### config.mk
export PLATFORM = sky130hd
export DESIGN_NAME = alu_datapath
export DESIGN_NICKNAME = d
export VERILOG_FILES = /design/src/alu_pkg.sv /design/src/alu_datapath.sv
export SDC_FILE = /design/constraint.sdc
export NUM_CORES = 2
export LEC_CHECK = 0
export BUFFER_PORTS_ARGS = -buffer_cell sky130_fd_sc_hd__buf_4
export CORE_MARGIN = 3
export CORE_UTILIZATION = 40
export CTS_CLUSTER_SIZE = 20
export DETAILED_ROUTE_END_ITERATION = 16
export SYNTH_ARGS = -nofsm -noshare
export SYNTH_HDL_FRONTEND = slang
export SYNTH_SLANG_ARGS = --single-unit
### constraint.sdc
create_clock -name clk_sys -period 11.4 [get_ports clk_sys]
set_clock_uncertainty 0.1 [all_clocks]
set_input_delay 1.14 -clock clk_sys [delete_from_list [all_inputs] [get_ports clk_sys]]
set_output_delay 1.14 -clock clk_sys [all_outputs]
set_load 0.03 [all_outputs]
### src/alu_pkg.sv
/*
  Shared constants and types for the add-and-shift datapath: register
  offsets on the AHB-Lite slave, reset values, flag and command layouts.
  Assumes a 32-bit AHB-Lite fabric decoding this block's window by hsel.
*/
package alu_pkg;

  // byte offsets on the register bus (low address byte)
  localparam logic [7:0] CMD_OFS   = 8'h00;
  localparam logic [7:0] ACC_OFS   = 8'h04;
  localparam logic [7:0] STAT_OFS  = 8'h08;
  localparam logic [7:0] PTR0_OFS  = 8'h0c;
  localparam logic [7:0] PTR1_OFS  = 8'h10;
  localparam logic [7:0] FADDR_OFS = 8'h14;
  localparam logic [7:0] FDATA_OFS = 8'h18;

  localparam logic [7:0]  ACC_RST   = 8'h00;
  localparam logic [2:0]  STAT_RST  = 3'h0;
  localparam logic [15:0] PTR_RST   = 16'h0000;
  localparam logic [6:0]  FADDR_RST = 7'h00;
  localparam int          FILE_DEPTH = 128;

  typedef enum logic [2:0] {
    OP_NONE              = 3'b000,
    literal_add_op       = 3'b001,
    literal_and_op       = 3'b010,
    register_add_op      = 3'b011,
    register_and_op      = 3'b100,
    arith_right_shift_op = 3'b101,
    add_with_carry_op    = 3'b110,
    pointer_literal_add  = 3'b111
  } op_t;

  // status register: bit 0 carry, bit 1 half-byte flag, bit 2 zero
  typedef struct packed {
    logic zero;
    logic half_byte_flag;
    logic carry;
  } flags_t;

  // command word written to CMD_OFS
  typedef struct packed {
    logic [7:0] rsv_hi;
    logic [7:0] literal;
    logic       rsv_mid;
    logic [6:0] addr;
    logic [2:0] rsv_lo;
    logic       ptr_sel;
    logic       dest;
    op_t        op;
  } cmd_t;

endpackage : alu_pkg

### src/alu_datapath.sv
/*
  Add-and-shift datapath with accumulator, two 16-bit indirect pointers,
  carry/half-byte/zero flags and a 128-byte data register file, reached
  over an AHB-Lite slave. A write to the command register executes one
  operation at the end of that write's data phase.
  Assumes single word transfers and one master; zero wait states.
*/
`timescale 1ns/1ps

// Summary of operation
// RULE_01: pointer add: signed 6-bit literal, flags untouched
// RULE_02: pointer sum wraps modulo 16 bits
// RULE_03: literal AND into accumulator, zero only
// RULE_04: literal add into accumulator, all flags
// RULE_05: register AND with accumulator, zero only
// RULE_06: dest bit: 0 accumulator, 1 register
// RULE_07: register add, all flags, routed result
// RULE_08: arithmetic shift right, bit0 to carry
// RULE_09: add with carry, all flags, routed
// RULE_10: zero, half-byte carry, carry definitions
module alu_datapath (
  input  wire logic        clk_sys,   // 50 MHz system clock
  input  wire logic        resetn,    // synchronous reset, active low
  input  wire logic        hsel,      // slave select
  input  wire logic [31:0] haddr,     // byte address
  input  wire logic [1:0]  htrans,    // transfer type
  input  wire logic        hwrite,    // write when high
  input  wire logic [2:0]  hsize,     // transfer size, word expected
  input  wire logic [31:0] hwdata,    // write data
  input  wire logic        hready,    // bus ready
  output logic             hreadyout, // slave ready
  output logic             hresp,     // response, always okay
  output logic [31:0]      hrdata     // read data
);

  logic [7:0]           acc_r;
  logic [7:0]           acc_nxt;
  alu_pkg::flags_t      flags_r;
  alu_pkg::flags_t      flags_nxt;
  logic [15:0]          ptr0_r;
  logic [15:0]          ptr0_nxt;
  logic [15:0]          ptr1_r;
  logic [15:0]          ptr1_nxt;
  logic [6:0]           faddr_r;
  logic [6:0]           faddr_nxt;
  logic                 wr_pend_r;
  logic                 wr_pend_nxt;
  logic [7:0]           wr_ofs_r;
  logic [7:0]           wr_ofs_nxt;
  logic [31:0]          rdata_r;
  logic [31:0]          rdata_nxt;
  logic [7:0]           mem_r [alu_pkg::FILE_DEPTH];
  logic                 mem_we;
  logic [6:0]           mem_wa;
  logic [7:0]           mem_wd;
  logic                 addr_ph;
  logic                 exec;
  alu_pkg::cmd_t        cmd;
  logic [7:0]           file_rd;
  logic [7:0]           opnd;
  logic                 cin;
  logic [9:0]           sum;
  logic [7:0]           res;
  logic                 reg_op;
  logic [15:0]          k_ext;

  // returns {carry out of bit 7, carry out of bit 3, 8-bit sum}
  function automatic logic [9:0] add8(input logic [7:0] a,
                                      input logic [7:0] b,
                                      input logic       ci);
    logic [4:0] lo;
    logic [8:0] full;
    lo   = {1'b0, a[3:0]} + {1'b0, b[3:0]} + {4'h0, ci};
    full = {1'b0, a} + {1'b0, b} + {8'h00, ci};
    return {full[8], lo[4], full[7:0]};
  endfunction : add8

  assign hreadyout = 1'b1;
  assign hresp     = 1'b0;
  assign hrdata    = rdata_r;

  assign addr_ph = hsel && htrans[1] && hready;
  assign exec    = wr_pend_r && (wr_ofs_r == alu_pkg::CMD_OFS);
  assign cmd     = alu_pkg::cmd_t'(hwdata);
  assign file_rd = mem_r[cmd.addr];
  assign reg_op  = (cmd.op == alu_pkg::register_add_op)
                || (cmd.op == alu_pkg::register_and_op)
                || (cmd.op == alu_pkg::arith_right_shift_op)
                || (cmd.op == alu_pkg::add_with_carry_op);
  assign k_ext   = {{10{cmd.literal[5]}}, cmd.literal[5:0]}; // [RULE_01]

  // operand and adder shared by all 8-bit adding operations
  always_comb
  begin
    opnd = (cmd.op == alu_pkg::literal_add_op) ? cmd.literal : file_rd;
    cin  = (cmd.op == alu_pkg::add_with_carry_op) && flags_r.carry;
    sum  = add8(acc_r, opnd, cin); // [RULE_10]
  end

  // bus side: capture the address phase, register read data early
  always_comb
  begin
    wr_pend_nxt = addr_ph && hwrite;
    wr_ofs_nxt  = addr_ph ? haddr[7:0] : wr_ofs_r;
    rdata_nxt   = 32'h0000_0000;
    if (addr_ph && !hwrite)
    begin
      case (haddr[7:0])
        alu_pkg::ACC_OFS:   rdata_nxt = {24'h00_0000, acc_r};
        alu_pkg::STAT_OFS:  rdata_nxt = {29'h0000_0000, flags_r};
        alu_pkg::PTR0_OFS:  rdata_nxt = {16'h0000, ptr0_r};
        alu_pkg::PTR1_OFS:  rdata_nxt = {16'h0000, ptr1_r};
        alu_pkg::FADDR_OFS: rdata_nxt = {25'h000_0000, faddr_r};
        alu_pkg::FDATA_OFS: rdata_nxt = {24'h00_0000, mem_r[faddr_r]};
        default:            rdata_nxt = 32'h0000_0000;
      endcase
    end
  end

  // datapath and software writes; the two never share a cycle
  always_comb
  begin
    acc_nxt   = acc_r;
    flags_nxt = flags_r;
    ptr0_nxt  = ptr0_r;
    ptr1_nxt  = ptr1_r;
    faddr_nxt = faddr_r;
    mem_we    = 1'b0;
    mem_wa    = cmd.addr;
    mem_wd    = 8'h00;
    res       = 8'h00;
    if (exec)
    begin
      case (cmd.op)
        alu_pkg::literal_add_op:
        begin
          acc_nxt   = sum[7:0]; // [RULE_04]
          flags_nxt = {sum[7:0] == 8'h00, sum[8], sum[9]}; // [RULE_10]
        end
        alu_pkg::literal_and_op:
        begin
          acc_nxt        = acc_r & cmd.literal; // [RULE_03]
          flags_nxt.zero = (acc_nxt == 8'h00);
        end
        alu_pkg::register_add_op, alu_pkg::add_with_carry_op:
        begin
          res       = sum[7:0]; // [RULE_07] [RULE_09]
          flags_nxt = {sum[7:0] == 8'h00, sum[8], sum[9]}; // [RULE_10]
        end
        alu_pkg::register_and_op:
        begin
          res            = acc_r & file_rd; // [RULE_05]
          flags_nxt.zero = (res == 8'h00);
        end
        alu_pkg::arith_right_shift_op:
        begin
          res             = {file_rd[7], file_rd[7:1]}; // [RULE_08]
          flags_nxt.carry = file_rd[0];
          flags_nxt.zero  = (res == 8'h00);
        end
        alu_pkg::pointer_literal_add:
        begin
          // plain 16-bit add wraps both ways at the range ends
          if (cmd.ptr_sel)
            ptr1_nxt = ptr1_r + k_ext; // [RULE_01] [RULE_02]
          else
            ptr0_nxt = ptr0_r + k_ext; // [RULE_01] [RULE_02]
        end
        default:
        begin
          res = 8'h00;
        end
      endcase
      if (reg_op)
      begin
        if (cmd.dest)
        begin
          mem_we = 1'b1; // [RULE_06]
          mem_wd = res;
        end
        else
        begin
          acc_nxt = res; // [RULE_06]
        end
      end
    end
    else if (wr_pend_r)
    begin
      case (wr_ofs_r)
        alu_pkg::ACC_OFS:   acc_nxt   = hwdata[7:0];
        alu_pkg::STAT_OFS:  flags_nxt = alu_pkg::flags_t'(hwdata[2:0]);
        alu_pkg::PTR0_OFS:  ptr0_nxt  = hwdata[15:0];
        alu_pkg::PTR1_OFS:  ptr1_nxt  = hwdata[15:0];
        alu_pkg::FADDR_OFS: faddr_nxt = hwdata[6:0];
        alu_pkg::FDATA_OFS:
        begin
          mem_we = 1'b1;
          mem_wa = faddr_r;
          mem_wd = hwdata[7:0];
        end
        default:
        begin
          mem_we = 1'b0;
        end
      endcase
    end
  end

  always_ff @(posedge clk_sys)
  begin
    if (!resetn)
    begin
      acc_r     <= alu_pkg::ACC_RST;
      flags_r   <= alu_pkg::flags_t'(alu_pkg::STAT_RST);
      ptr0_r    <= alu_pkg::PTR_RST;
      ptr1_r    <= alu_pkg::PTR_RST;
      faddr_r   <= alu_pkg::FADDR_RST;
      wr_pend_r <= 1'b0;
      wr_ofs_r  <= 8'h00;
      rdata_r   <= 32'h0000_0000;
    end
    else
    begin
      acc_r     <= acc_nxt;
      flags_r   <= flags_nxt;
      ptr0_r    <= ptr0_nxt;
      ptr1_r    <= ptr1_nxt;
      faddr_r   <= faddr_nxt;
      wr_pend_r <= wr_pend_nxt;
      wr_ofs_r  <= wr_ofs_nxt;
      rdata_r   <= rdata_nxt;
    end
  end

  // data file is storage only; left unreset to keep it a plain RAM
  always_ff @(posedge clk_sys)
  begin
    if (mem_we)
      mem_r[mem_wa] <= mem_wd;
  end
endmodule : alu_datapath

==> impl_metrics.tcl <==
set metrics [dict create \
    multi_input_area_um2 20600 \
    seq_area_um2 32400 \
    worst_pin_slew_ns 1.31 \
    root_buffer "clkbuf_16" \
    syn_area_um2 54000 \
    antenna_left 0 \
    clock-sinks 1106 \
    crit_path_start_kind "input port" \
    cts.repair.resized 0 \
    track_usage_pct 22.8 \
    syn_area_per_cell_um2 17.3 \
    synth_area_leaders "edfxtp_1, mux4_2, dfxtp_1" \
    grt_pass1_vias 31600 \
    finalWirelength_mm 160 \
    ir_drop_v 0.000142 \
    gp_congestion 0.912 \
    syn2layout_area_growth_pct 11.6 \
    ios 108 \
    drive_gt1_share_pct 29.3 \
    drc 0 \
    clockBufferDepth 3 \
    fin_nets 3251 \
    synth-main-ff-cell "edfxtp_1" \
    yosysWarnings 0 \
    fin_util_pct 45.0 \
    yosys.area.top_type_share_pct 57.0 \
    min_from "wr_ofs_r[7]" \
    setup_tns_ns 0 \
    path_cells "buf_4, clkinv_1, mux4_2, mux2_2, and3_1, or4_4, mux2_2, fa_1, fa_1, a21o_1, a21oi_1, o21bai_1, a21oi_1, xnor2_1, and2_1, a31oi_1, o22a_1, o22ai_4, buf_4" \
    cts_buffers 115 \
    io_buffer_count 53 \
    dieHeight_um 373 \
    status "complete, no violations" \
    static-leakage-power_nw 19.5 \
    fmax_mhz 122 \
    path_clk_slew_ns 0.06 \
    seq_area_frac_synth_pct 60.0 \
    mostFrequentLayoutCell "edfxtp_1" \
    min_path_type "reg2reg" \
    final_area_um2 60300 \
    fin_cells 5003 \
    end_kind "flip-flop" \
    rows 134 \
    via_per_inst 6.38 \
    hpwl_mm 104 \
    crit_slowest_cell "buf_4" \
    cts-htree-levels 3 \
    insertion_delay_ns 0.75 \
    fill_cells 11500 \
    max_cap_violations 0 \
    detail_route.first_pass.iterations 6 \
    initial_core_util_pct 40.3 \
    fin_crit_ns 8.18 \
    antenna_found_initial 2 \
    slew_violations 0 \
    synth_cell_types 69 \
    cp_max_fo 128 \
    syn_inst 3113 \
    vias 31900 \
    r2r_start "mem_r[105][0]" \
    setup_viol 0 \
    synth_area_leader_cell "edfxtp_1" \
    cts_tree "built" \
    placed_cells 4787 \
    core_area_um2 134000 \
    cp.arrival_ns 8.43 \
    synth-seq-cells 1106 \
    max_stage_delay_ns 0.98 \
    p_per_area_nw_per_um2 144 \
    crit_type "in2reg" \
    grt_max_degree 142 \
    timing.slew.headroom_pct 12.5 \
    power_mw 8.69 \
    wl_per_cell_um 32.0 \
    fp.dieArea_um2 139000 \
    final_cell_mix "edfxtp_1, mux4_2, nor2_1" \
    hold_viol 0 \
    critPathRequiredTime_ns 11.65 \
    crit_start "hwdata[11]" \
    first_iter_violations 3512 \
    cts_hold_buffers 0 \
    grt.overflow.total 0 \
    grt_pass1_wl_mm 231 \
    placedInstanceArea_um2 56400 \
    rsz0062_at_grt "no" \
    async_flop_share_pct 0 \
    die_w_um 373 \
    synth_edf_count 1024 \
    finalCritPeriodShare_pct 71.8 \
    post_cts_buffers 0 \
]
-- cells in the mapped netlist, types with 10 or more instances --
library cell,n
a211oi_1,11
a21o_1,13
a21oi_1,91
a22oi_1,80
a31oi_1,43
and3_1,11
buf_1,48
buf_2,29
buf_4,31
clkbuf_1,126
dfxtp_1,82
edfxtp_1,1024
ha_1,37
inv_1,25
mux2_2,23
mux2i_1,81
mux4_1,13
mux4_2,574
nand2_1,137
nand2b_1,19
nand3_1,32
nand4_1,10
nor2_1,232
nor2b_1,19
nor3_1,35
nor4_1,10
o211ai_1,12
o21a_1,11
o21ai_0,70
o22ai_1,14
or2_2,20
or3_1,11
xnor2_1,16
-- sequential cells by signal (all words and copies together), names as in the netlist, named ones only --
| signal | cells |
|---|---|
| mem_r | 1024 |
| hrdata | 16 |
| ptr0_r | 16 |
| ptr1_r | 16 |
| acc_r | 8 |
| wr_ofs_r | 8 |
| faddr_r | 7 |
| flags_r | 3 |
| wr_pend_r | 1 |
-- path summary, 6_finish.rpt --
kind	to	slack (ns)	depth (start not counted)
worst min register to register	wr_ofs_r[7]	0.36	2
worst max-delay path	mem_r[116][6]	3.22	19
worst min-delay path	wr_ofs_r[7]	0.36	2
worst max register to register	mem_r[116][6]	4.35	18
-- worst max-delay path: cells and delay by family --
family,cells,cell delay (ns)
buffers and inverters,3,2.31
muxes,3,1.46
xor gates and xnor gates,1,0.28
adders and majority gates,2,0.86
AOI/OAI and AO/OA,7,1.35
and+or+nand+nor,3,0.88
-- per-layer routing --
| metal | GRT usage (%) | part of all wire [%] | up-vias |
|---|---|---|---|
| li1 | - | - | 13100 |
| met1 | 31.9 | 41 | 16900 |
| met2 | 35.6 | 47 | 1690 |
| met3 | 5.92 | 9.7 | 250 |
| met4 | 6.09 | 2.9 | 2 |
| met5 | 0 | 0.0069 | - |
-- power by group --
part	internal, mW	switching, mW	leakage, nW
combinational	0.142	0.244	6.68
sequential	4.37	0.00335	10.9
clock	2.28	1.65	1.92
-- kinds of logic after synthesis --
logic type	count (synthesis)	share of synthesized area, %
DFF	1106	60.0
muxes	691	26.6
and+or+nand+nor	567	4.77
AOI/OAI and AO/OA	415	5.07
buffers and inverters	268	2.20
adders and majority gates	41	1.01
xor gates and xnor gates	23	0.373
other	2	0.0139
-- layout make-up --
class                           instances  share of cell area (%)
Antenna cell                            3                  0.0125
Clock buffer                          131                    4.92
Clock inverter                         82                    1.54
Inverter                               31                   0.193
Multi-Input combinational cell       1755                    34.2
Sequential cell                      1106                    53.8
Tap cell                             1768                    3.67
Timing Repair Buffer                  127                    1.70
-- per-stage QoR --
step / hold slack (ns) / worst slack [ns]
after global placement: 0.343 / 2.68
after detailed placement: 0.346 / 2.64
after global routing: 0.373 / 2.87
after floorplan: 0.331 / 1.45
after CTS: 0.353 / 3.41
final: 0.357 / 3.22
No activity file was read; power rests on OpenSTA's default activity.
